===== config.mk =====
export PLATFORM = sky130hd
export DESIGN_NAME = sah_ctrl
export DESIGN_NICKNAME = d
export VERILOG_FILES = /design/src/sah_pkg.sv /design/src/sah_ctrl.sv
export SDC_FILE = /design/constraint.sdc
export NUM_CORES = 1
export LEC_CHECK = 0
export ABC_AREA = 1
export BUFFER_PORTS_ARGS = -buffer_cell sky130_fd_sc_hd__buf_4
export CORE_MARGIN = 2
export CORE_UTILIZATION = 35
export CTS_CLUSTER_SIZE = 8
export DETAILED_ROUTE_END_ITERATION = 12
export PLACE_DENSITY = 0.5
export SLEW_MARGIN = 20
export SYNTH_ARGS = -nofsm -noshare
export SYNTH_HDL_FRONTEND = slang
export SYNTH_SLANG_ARGS = --single-unit

===== constraint.sdc =====
create_clock -name sys_clk -period 1.9 [get_ports sys_clk]
set_input_delay 0.38 -clock sys_clk [delete_from_list [all_inputs] [get_ports sys_clk]]
set_output_delay 0.38 -clock sys_clk [all_outputs]
set_load 0.01 [all_outputs]

===== src/sah_pkg.sv =====
// Constants, states and state record for the address header bus controller
// ---------------------------------------------------------------
// How it works
// - Header is seven address bits, direction bit, acknowledge bit.
// - Header after start: start, first bit, acknowledge open-drain; rest may push-pull.
// - Header after repeated start is push-pull except the acknowledge.
// - On target start controller pulls clock low and overlaps data low.
// - Zero bit: drive data low from clock fall to next fall.
// - One bit: release data at fall, sample at next rise.
// - Low seen while sending one loses; send no more of that header.
// - Capable targets get lower-half addresses so first bit is zero.
// - Controller sent one, saw high: rest may push-pull; else open-drain.
// - New-protocol only: clock high below 50 ns; legacy: slow timing.
// - Broadcast or static opening: watch requests, then accept or refuse.
// - Dynamic address collision: writing controller wins, reading one loses.
// - Full coincidence gives no acknowledge; resend address after repeated start.
// ---------------------------------------------------------------
package sah_pkg;
   localparam int CLK_NS = 20;
   localparam int T_OD_LO_NS = 200;
   localparam int T_HI_FAST_NS = 40;
   localparam int T_LEG_HALF_NS = 1300;
   localparam int T_BUF_NS = 1300;
   localparam logic [7:0] OD_LO_CYC = 8'((T_OD_LO_NS + CLK_NS - 1) / CLK_NS);
   localparam logic [7:0] HI_FAST_CYC = 8'((T_HI_FAST_NS / CLK_NS) < 1 ? 1 :
                                          (T_HI_FAST_NS / CLK_NS));
   localparam logic [7:0] LEG_CYC = 8'((T_LEG_HALF_NS + CLK_NS - 1) / CLK_NS);
   localparam logic [7:0] BUF_CYC = 8'((T_BUF_NS + CLK_NS - 1) / CLK_NS);
   localparam logic [6:0] ADDR_BCAST = 7'h7E;
   localparam logic [6:0] ADDR_JOIN = 7'h02;
   localparam logic [3:0] IDX_A6 = 4'h0;
   localparam logic [3:0] IDX_ACK = 4'h8;

   typedef enum logic [3:0] {
      S_IDLE, S_START, S_BIT_LO, S_BIT_HI, S_HOLD,
      S_RS_A, S_RS_B, S_SP_A, S_SP_B, S_SP_C
   } sah_state_e;

   typedef struct packed {
      sah_state_e st;
      logic [7:0] cnt;
      logic [3:0] idx;
      logic [7:0] sh;
      logic [7:0] hdr;
      logic [7:0] rx;
      logic rs;
      logic pp;
      logic lost;
      logic ackdrv;
      logic leg;
      logic popt;
      logic resend;
      logic sy0;
      logic sy1;
      logic scl_o;
      logic sda_o;
      logic sda_oe_b;
      logic done;
      logic acked;
      logic arb_lost;
      logic busy;
      logic ready;
   } sah_q_s;
endpackage


===== src/sah_ctrl.sv =====
// Bus controller that sends arbitrable and push-pull address headers
`timescale 1ns/1ps
module sah_ctrl
   import sah_pkg::*;
(
   input wire logic sys_clk, // System clock
   input wire logic rst_b, // Async reset, active low
   input wire logic cmd_valid, // Command offered
   output logic cmd_ready, // Command can be taken
   input wire logic cmd_stop, // 1 = stop, 0 = header
   input wire logic [6:0] cmd_addr, // Header address
   input wire logic cmd_rnw, // Header direction bit
   input wire logic cmd_pp_opt, // Allow push-pull speed-up
   input wire logic cmd_legacy, // Legacy devices addressed
   input wire logic req_accept, // Acknowledge a won request
   output logic scl_o, // Clock level
   output logic scl_oe_b, // Clock drive enable, low drives
   input wire logic sda_i, // Data wire level
   output logic sda_o, // Data drive level
   output logic sda_oe_b, // Data drive enable, low drives
   output logic busy, // Frame in progress
   output logic done, // Header finished pulse
   output logic acked, // Header was acknowledged
   output logic arb_lost, // A target won arbitration
   output logic [6:0] req_addr, // Address seen on the wire
   output logic req_rnw // Direction bit seen on the wire
);
   sah_q_s q;
   sah_q_s n;
   logic scl_oe_b_q;

   // ---------------------------------------------------------------
   // Data drive for one bit
   // ---------------------------------------------------------------
   // Returns {oe_b, level}; open-drain never drives a one
   function automatic logic [1:0] sda_set(input logic [3:0] idx, input logic b,
                                          input logic pp, input logic lost,
                                          input logic ackdrv);
      logic [1:0] r;
      r = 2'h2;
      if (idx == IDX_ACK) begin
         r = ackdrv ? 2'h0 : 2'h2;
      end else if (lost) begin
         r = 2'h2;
      end else if (pp) begin
         r = {1'b0, b};
      end else begin
         r = {b, 1'b0};
      end
      return r;
   endfunction

   function automatic logic [7:0] lo_len(input logic leg);
      return leg ? LEG_CYC : OD_LO_CYC;
   endfunction

   // ---------------------------------------------------------------
   // Next state
   // ---------------------------------------------------------------
   always_comb begin
      logic s;
      logic [1:0] d;
      n = q;
      s = q.sy1;
      d = 2'h2;
      n.sy0 = sda_i;
      n.sy1 = q.sy0;
      n.done = 1'b0;
      if (q.cnt != 8'h00) begin
         n.cnt = q.cnt - 8'h01;
      end else begin
         case (q.st)
            S_IDLE: begin
               n.scl_o = 1'b1;
               n.sda_oe_b = 1'b1;
               if (!s) begin
                  // Target pulled data low on a free bus: overlap it
                  n.st = S_START;
                  n.hdr = {ADDR_BCAST, 1'b0};
                  n.leg = 1'b0;
                  n.popt = 1'b0;
               end else if (cmd_valid && !cmd_stop) begin
                  n.st = S_START;
                  n.hdr = {cmd_addr, cmd_rnw};
                  n.leg = cmd_legacy;
                  n.popt = cmd_pp_opt;
               end
               if (n.st == S_START) begin
                  n.sda_o = 1'b0;
                  n.sda_oe_b = 1'b0;
                  n.rs = 1'b0;
                  n.pp = 1'b0;
                  n.cnt = lo_len(n.leg) - 8'h01;
               end
            end
            S_START: begin
               n.scl_o = 1'b0;
               n.st = S_BIT_LO;
               n.idx = IDX_A6;
               n.sh = q.hdr;
               n.lost = 1'b0;
               n.ackdrv = 1'b0;
               n.pp = q.rs;
               d = sda_set(IDX_A6, q.hdr[7], q.rs, 1'b0, 1'b0);
               n.sda_oe_b = d[1];
               n.sda_o = d[0];
               n.cnt = lo_len(q.leg) - 8'h01;
            end
            S_BIT_LO: begin
               n.scl_o = 1'b1;
               n.st = S_BIT_HI;
               n.cnt = (q.leg ? LEG_CYC : HI_FAST_CYC) - 8'h01;
            end
            S_BIT_HI: begin
               n.scl_o = 1'b0;
               if (q.idx < IDX_ACK) begin
                  n.rx = {q.rx[6:0], s};
                  if (!q.pp && q.sh[7] && !s) begin
                     n.lost = 1'b1;
                  end
                  // Nobody can drive a one on the first bit, so high is safe
                  if (q.idx == IDX_A6 && !q.rs && q.popt && q.sh[7] && s) begin
                     n.pp = 1'b1;
                  end
                  n.sh = {q.sh[6:0], 1'b0};
                  n.idx = q.idx + 4'h1;
                  n.ackdrv = n.lost && req_accept;
                  d = sda_set(n.idx, n.sh[7], n.pp, n.lost, n.ackdrv);
                  n.sda_oe_b = d[1];
                  n.sda_o = d[0];
                  n.st = S_BIT_LO;
                  n.cnt = lo_len(q.leg) - 8'h01;
               end else begin
                  n.sda_oe_b = 1'b1;
                  n.pp = 1'b0;
                  n.st = S_HOLD;
                  n.cnt = lo_len(q.leg) - 8'h01;
                  if (!q.lost && s && !q.rs && q.hdr[7:1] != ADDR_BCAST) begin
                     n.resend = 1'b1;
                  end else begin
                     n.done = 1'b1;
                     n.acked = !s;
                     n.arb_lost = q.lost;
                  end
               end
            end
            S_HOLD: begin
               if (q.resend) begin
                  n.resend = 1'b0;
                  n.st = S_RS_A;
               end else if (cmd_valid) begin
                  if (cmd_stop) begin
                     n.st = S_SP_A;
                     n.sda_o = 1'b0;
                     n.sda_oe_b = 1'b0;
                  end else begin
                     n.st = S_RS_A;
                     n.hdr = {cmd_addr, cmd_rnw};
                     n.leg = cmd_legacy;
                     n.popt = cmd_pp_opt;
                  end
               end
               if (n.st != S_HOLD) begin
                  n.cnt = lo_len(n.leg) - 8'h01;
               end
            end
            S_RS_A: begin
               // Drive high so the following fall is a clean repeated start
               n.sda_o = 1'b1;
               n.sda_oe_b = 1'b0;
               n.st = S_RS_B;
               n.cnt = lo_len(q.leg) - 8'h01;
            end
            S_RS_B: begin
               n.scl_o = 1'b1;
               n.st = S_START;
               n.rs = 1'b1;
               n.cnt = lo_len(q.leg) - 8'h01;
            end
            S_SP_A: begin
               n.scl_o = 1'b1;
               n.st = S_SP_B;
               n.cnt = lo_len(q.leg) - 8'h01;
            end
            S_SP_B: begin
               n.sda_oe_b = 1'b1;
               n.st = S_SP_C;
               n.cnt = BUF_CYC - 8'h01;
            end
            S_SP_C: begin
               n.st = S_IDLE;
            end
            default: begin
               n.st = S_IDLE;
            end
         endcase
      end
      if (q.st == S_START && q.cnt == 8'h01) begin
         n.sda_o = 1'b0;
         n.sda_oe_b = 1'b0;
      end
      n.busy = (n.st != S_IDLE);
      n.ready = (n.st == S_IDLE || (n.st == S_HOLD && !n.resend)) &&
                n.cnt == 8'h00;
   end

   // ---------------------------------------------------------------
   // State register
   // ---------------------------------------------------------------
   always_ff @(posedge sys_clk or negedge rst_b) begin
      if (!rst_b) begin
         q <= '0;
         q.st <= S_IDLE;
         q.sy0 <= 1'b1;
         q.sy1 <= 1'b1;
         q.scl_o <= 1'b1;
         q.sda_o <= 1'b1;
         q.sda_oe_b <= 1'b1;
         scl_oe_b_q <= 1'b0;
      end else begin
         q <= n;
         scl_oe_b_q <= 1'b0;
      end
   end

   assign cmd_ready = q.ready;
   assign scl_o = q.scl_o;
   assign scl_oe_b = scl_oe_b_q;
   assign sda_o = q.sda_o;
   assign sda_oe_b = q.sda_oe_b;
   assign busy = q.busy;
   assign done = q.done;
   assign acked = q.acked;
   assign arb_lost = q.arb_lost;
   assign req_addr = q.rx[7:1];
   assign req_rnw = q.rx[0];

   logic ph;
   assign ph = (q.st == S_BIT_LO || q.st == S_BIT_HI);
endmodule


After elaboration in Yosys (flattened, before gate mapping)
Cells that the tools add are included.
W data, S select, Z words.
- bits of input ports: 16
- word-level logic and storage cells: 185
- register bits: 56
- $lt $le $gt $ge: 1
- reductions and logical operators: 48
- add/sub/neg operators: 6
- bitwise operators: 3
- equal/unequal tests: 30
- mux-type cells: 75
- operators by type and width (kind ; count):
    $mux W8 ; 8
    $pmux W8 S6 ; 1
    $mux W2 ; 22
    $mux W4 ; 9
    $pmux W4 S9 ; 1
    $sub A7 B1 Y8 const B ; 4
    $mux W7 ; 4
    $ne A3 B3 Y1 const B ; 9
    $pmux W12 S2 ; 1
    $eq A4 B3 Y1 const B ; 5
    $pmux W8 S2 ; 1
    $logic_and A1 B1 Y1 ; 14
    $mux W1 ; 14
    $logic_not A4 Y1 ; 3
    $mux W12 ; 1
    $reduce_and A3 Y1 ; 4
    $reduce_and A6 Y1 ; 2
    $mux W11 ; 1
    $ne A2 B2 Y1 const B ; 5
    $mux W3 ; 3
    $eq A4 B1 Y1 const B ; 2
    $eq A4 B2 Y1 const B ; 2
    $eq A4 B4 Y1 const B ; 2
    $eq A8 B1 Y1 const B ; 1
    29 further kinds ; 44

Logic depth before layout (Yosys ltp)
- depth in word-level cells: 16
- depth in mapped cells: 13
- depth with buffers taken out: 13

Least setup slack after synthesis
OpenSTA, ideal clock, no wires.
- path kind: reg2reg
- start: reg q[45] in the netlist's numbering
- end: reg q, in the netlist cmd_ready
- arrival time: 1.596 ns
- path buffers: 0
- clock period less this slack: 1.668 ns
- setup time: 0.071 ns
- cell stages (with the launch flop): 12
- path slack: 0.232 ns
- cell sequence: dfrtp_1 > inv_1 > ha_1 > nand2_4 > inv_1 > nand2_4 > nand2_1 > nor2_2 > a21boi_0 > a21oi_1 > nand3_1 > nor2_1
- RTL lines (item ; RTL line ; source):
    start: declaration ; sah_ctrl.sv:28 ; sah_q_s q;
    start signal: assignment ; sah_ctrl.sv:221 ; q <= n;

==> metrics.md <==
| Metric | Value |
|---|---|
| Status | `complete, no violations` |
| RD Place Congestion | `0.968` |
| Register area share after synthesis | `42.3%` |
| Total routed wirelength | `8170 um` |
| Worst hold margin | `0.0799 ns` |
| Average routed wire per standard cell | `13.8 um` |
| Cells after Synth | `418` |
| Die area | `10300 sq um` |
| Fill count | `964` |
| VDD IR max | `305 uV` |
| Final Skew | `0.00748 ns` |
| Worst path arrival time | `2.08 ns` |
| Main synth FF type | `dfrtp_1` |
| Vias in the first global route | `2696` |
| Row count | `35` |
| Pre-CTS WS | `0.0453 ns` |
| Synthesis-to-finish area growth | `17.4%` |
| Final #Nets | `483` |
| CP Max Fanout | `14` |
| Initial antenna violation count | `0` |
| Crit Path Class | `reg -> reg` |
| Buffer count from post-CTS setup fixing | `0` |
| Final hold vios | `0` |
| Count of different cell masters after synthesis | `44` |
| Antenna-violating nets left | `0` |
| Leak pwr | `0.00197 uW` |
| CTS max path bufs | `2` |
| Post-synth EDFFs | `0` |
| Pre-Repair DR Iteration Count | `4` |
| Yosys reg bits | `56` |
| Clock Latency Late Sink | `0.32 ns` |
| Mapped Avg Cell Area | `7.96 sq um` |
| MaxCap Viol Count | `0` |
| # diodes | `0` |
| Fmax | `0.548 GHz` |
| Final WS setup | `0.0750 ns` |
| Setup Viol. Count Final | `0` |
| FF-to-FF path depth | `11` |
| Die height | `102 um` |
| Htree depth | `2` |
| Mapped cell area | `3330 sq um` |
| Hold crit path type | `in -> async` |
| Top Ports | `33` |
| Setup crit start kind | `flip-flop` |
| CTS tree | `done` |
| Root buf cell | `clkbuf_8` |
| Worst Max-Slew Pin Slew | `0.732 ns` |
| Syn. warnings | `0` |
| Starting density of the core | `36.0%` |
| # port buffers | `31` |
| Ys async rst share | `100%` |
| DP HPWL | `6270 um` |
| Initial DRC Count | `130` |
| Global route overflow | `0` |
| Reg2reg start | `q[54]` |
| Fin crit period | `1.83 ns` |
| Worst setup EP type | `flip-flop` |
| Via count | `2797` |
| Clk sink count | `56` |
| Pins Over Slew Limit | `0` |
| Cell Count, Final, Fillers Out | `593` |
| Clk pin slew, worst setup/hold paths | `0.10 ns` |
| Total GRT Usage | `16.9%` |
| Worst rel slew slack | `51.2%` |
| Critical path data required time | `2.16 ns` |
| Post-Syn Nets | `438` |
| Unrepaired setup endpoints after global routing | `yes` |
| Post-route DRC | `0` |
| Core ar. | `9240 sq um` |
| Reg2reg end | `cmd_ready` |
| First-pass GRT wire length | `13500 um` |
| Power Density | `533 nW/um^2` |
| Via-per-instance ratio | `4.72` |
| Die width | `102 um` |
| Placed cell count | `585` |
| Pin count of the biggest net entering global routing | `57` |
| Share of cells above drive strength 1 | `25.9%` |
| Cts bufs inserted | `5` |
| Internal reg-to-reg setup slack | `0.07 ns` |
| Final worst-path cycle share | `96.1%` |
## worst max-delay path, stage by stage, from the launching register on
cell	delay (ns)
dfrtp_2	0.47
nand2_1	0.11
clkinv_2	0.10
nand2_4	0.19
nor2_8	0.06
nor2_1	0.18
o21ai_1	0.13
nand2_1	0.08
o21ai_0	0.11
nor3_2	0.17
nand2_1	0.07
nor2_1	0.09
## stage by stage
step	setup TNS (ns)	total power, uW	utilization, %	area (sq um)
finish	0	2080	42.3	3910
floorplan	0	1250	-	3330
CTS	0	2120	42.1	3890
global route	-0.0478	2170	42.3	3910
global placement	0	1320	40.9	3780
detailed placement	0	1320	40.9	3780
## cells by family (layout without fill, tap and decap cells)
group	count (synthesis)	in the layout	synth area share [%]
AO/OA/AOI/OAI	74	74	14.1
adder cells (fa/ha/maj)	4	4	1.50
multiplexers	5	5	1.69
XOR/XNOR	2	2	0.526
flip-flops	56	56	42.3
AND/OR/NAND/NOR	199	199	29.2
other	1	1	0.113
buffers and inverters	77	123	10.6
## what timing repair did
action | 4_1_cts | 5_1_grt
pin swaps | 0 | 1
hold buffers | 0 | 0
gates resized for setup | 1 | 7
setup endpoints to repair | 1 | 5
## synthesized netlist by cell type (all sizes together) (4+ instances only)
| master | n | area share, % |
|---|---|---|
| nor3 | 4 | 0.75 |
| nand4 | 4 | 0.75 |
| nand3 | 35 | 5.4 |
| dfrtp | 51 | 38 |
| nand2 | 104 | 13 |
| o31ai | 6 | 1.4 |
| o21ai | 38 | 6.5 |
| inv | 62 | 7.1 |
| ha | 4 | 1.5 |
| dfstp | 5 | 3.9 |
| buf | 13 | 3.3 |
| a21oi | 13 | 2.4 |
| mux2 | 5 | 1.7 |
| nor2 | 49 | 8.3 |
## sequential cells by signal, summed over array words and instances (netlist names)
name	count
q	39
req_rnw	1
sda_oe_b	1
n	1
cmd_ready	1
arb_lost	1
busy	1
scl_o	1
done	1
acked	1
sda_o	1
req_addr	7
## worst max-delay path by stage
stage / from / cells past startpoint / slack, ns / end
finish: q[54] / 11 / 0.07 / cmd_ready
global route: q[54] / 11 / -0.05 / cmd_ready
CTS: q[53] / 11 / 0.03 / cmd_ready
detailed placement: q[53] / 11 / 0.05 / cmd_ready
global placement: q[54] / 11 / 0.03 / cmd_ready
floorplan: q[45] / 11 / 0.23 / cmd_ready
## area by class of cell
cell class | instances | area, sq um | area share, %
clock buffer | 7 | 76.3 | 1.95
timing repair buffer | 52 | 403 | 10.3
tap | 129 | 161 | 4.13
sequential | 56 | 1410 | 36.1
clock inverter | 1 | 30.0 | 0.769
multi-input combinational | 285 | 1580 | 40.6
inverter | 63 | 240 | 6.15
## power by group
part	switching [uW]	total, uW	internal, uW
registers	1.62	1200	1200
logic	60.7	95.9	35.1
clock network	395	790	395
## cells in the final DEF (no fill, tap or decap), types with 6 or more instances in the layout
cell,n
a21oi_1,10
buf_4,51
dfrtp_1,48
inv_1,52
inv_2,9
nand2_1,92
nand2_2,7
nand3_1,34
nor2_1,36
nor2_2,6
o21ai_0,25
o21ai_1,6
o21ai_2,7
o31ai_1,6
## per-layer routing
metal / GRT usage [%] / vias to the layer above / part of all wire (%)
li1: - / 1440 / -
met1: 24.5 / 1297 / 51
met2: 26.0 / 48 / 44
met3: 2.48 / 12 / 3.5
met4: 5.51 / 0 / 1.8
met5: 0 / - / 0
Note: power is estimated with default switching activity, not from simulation.
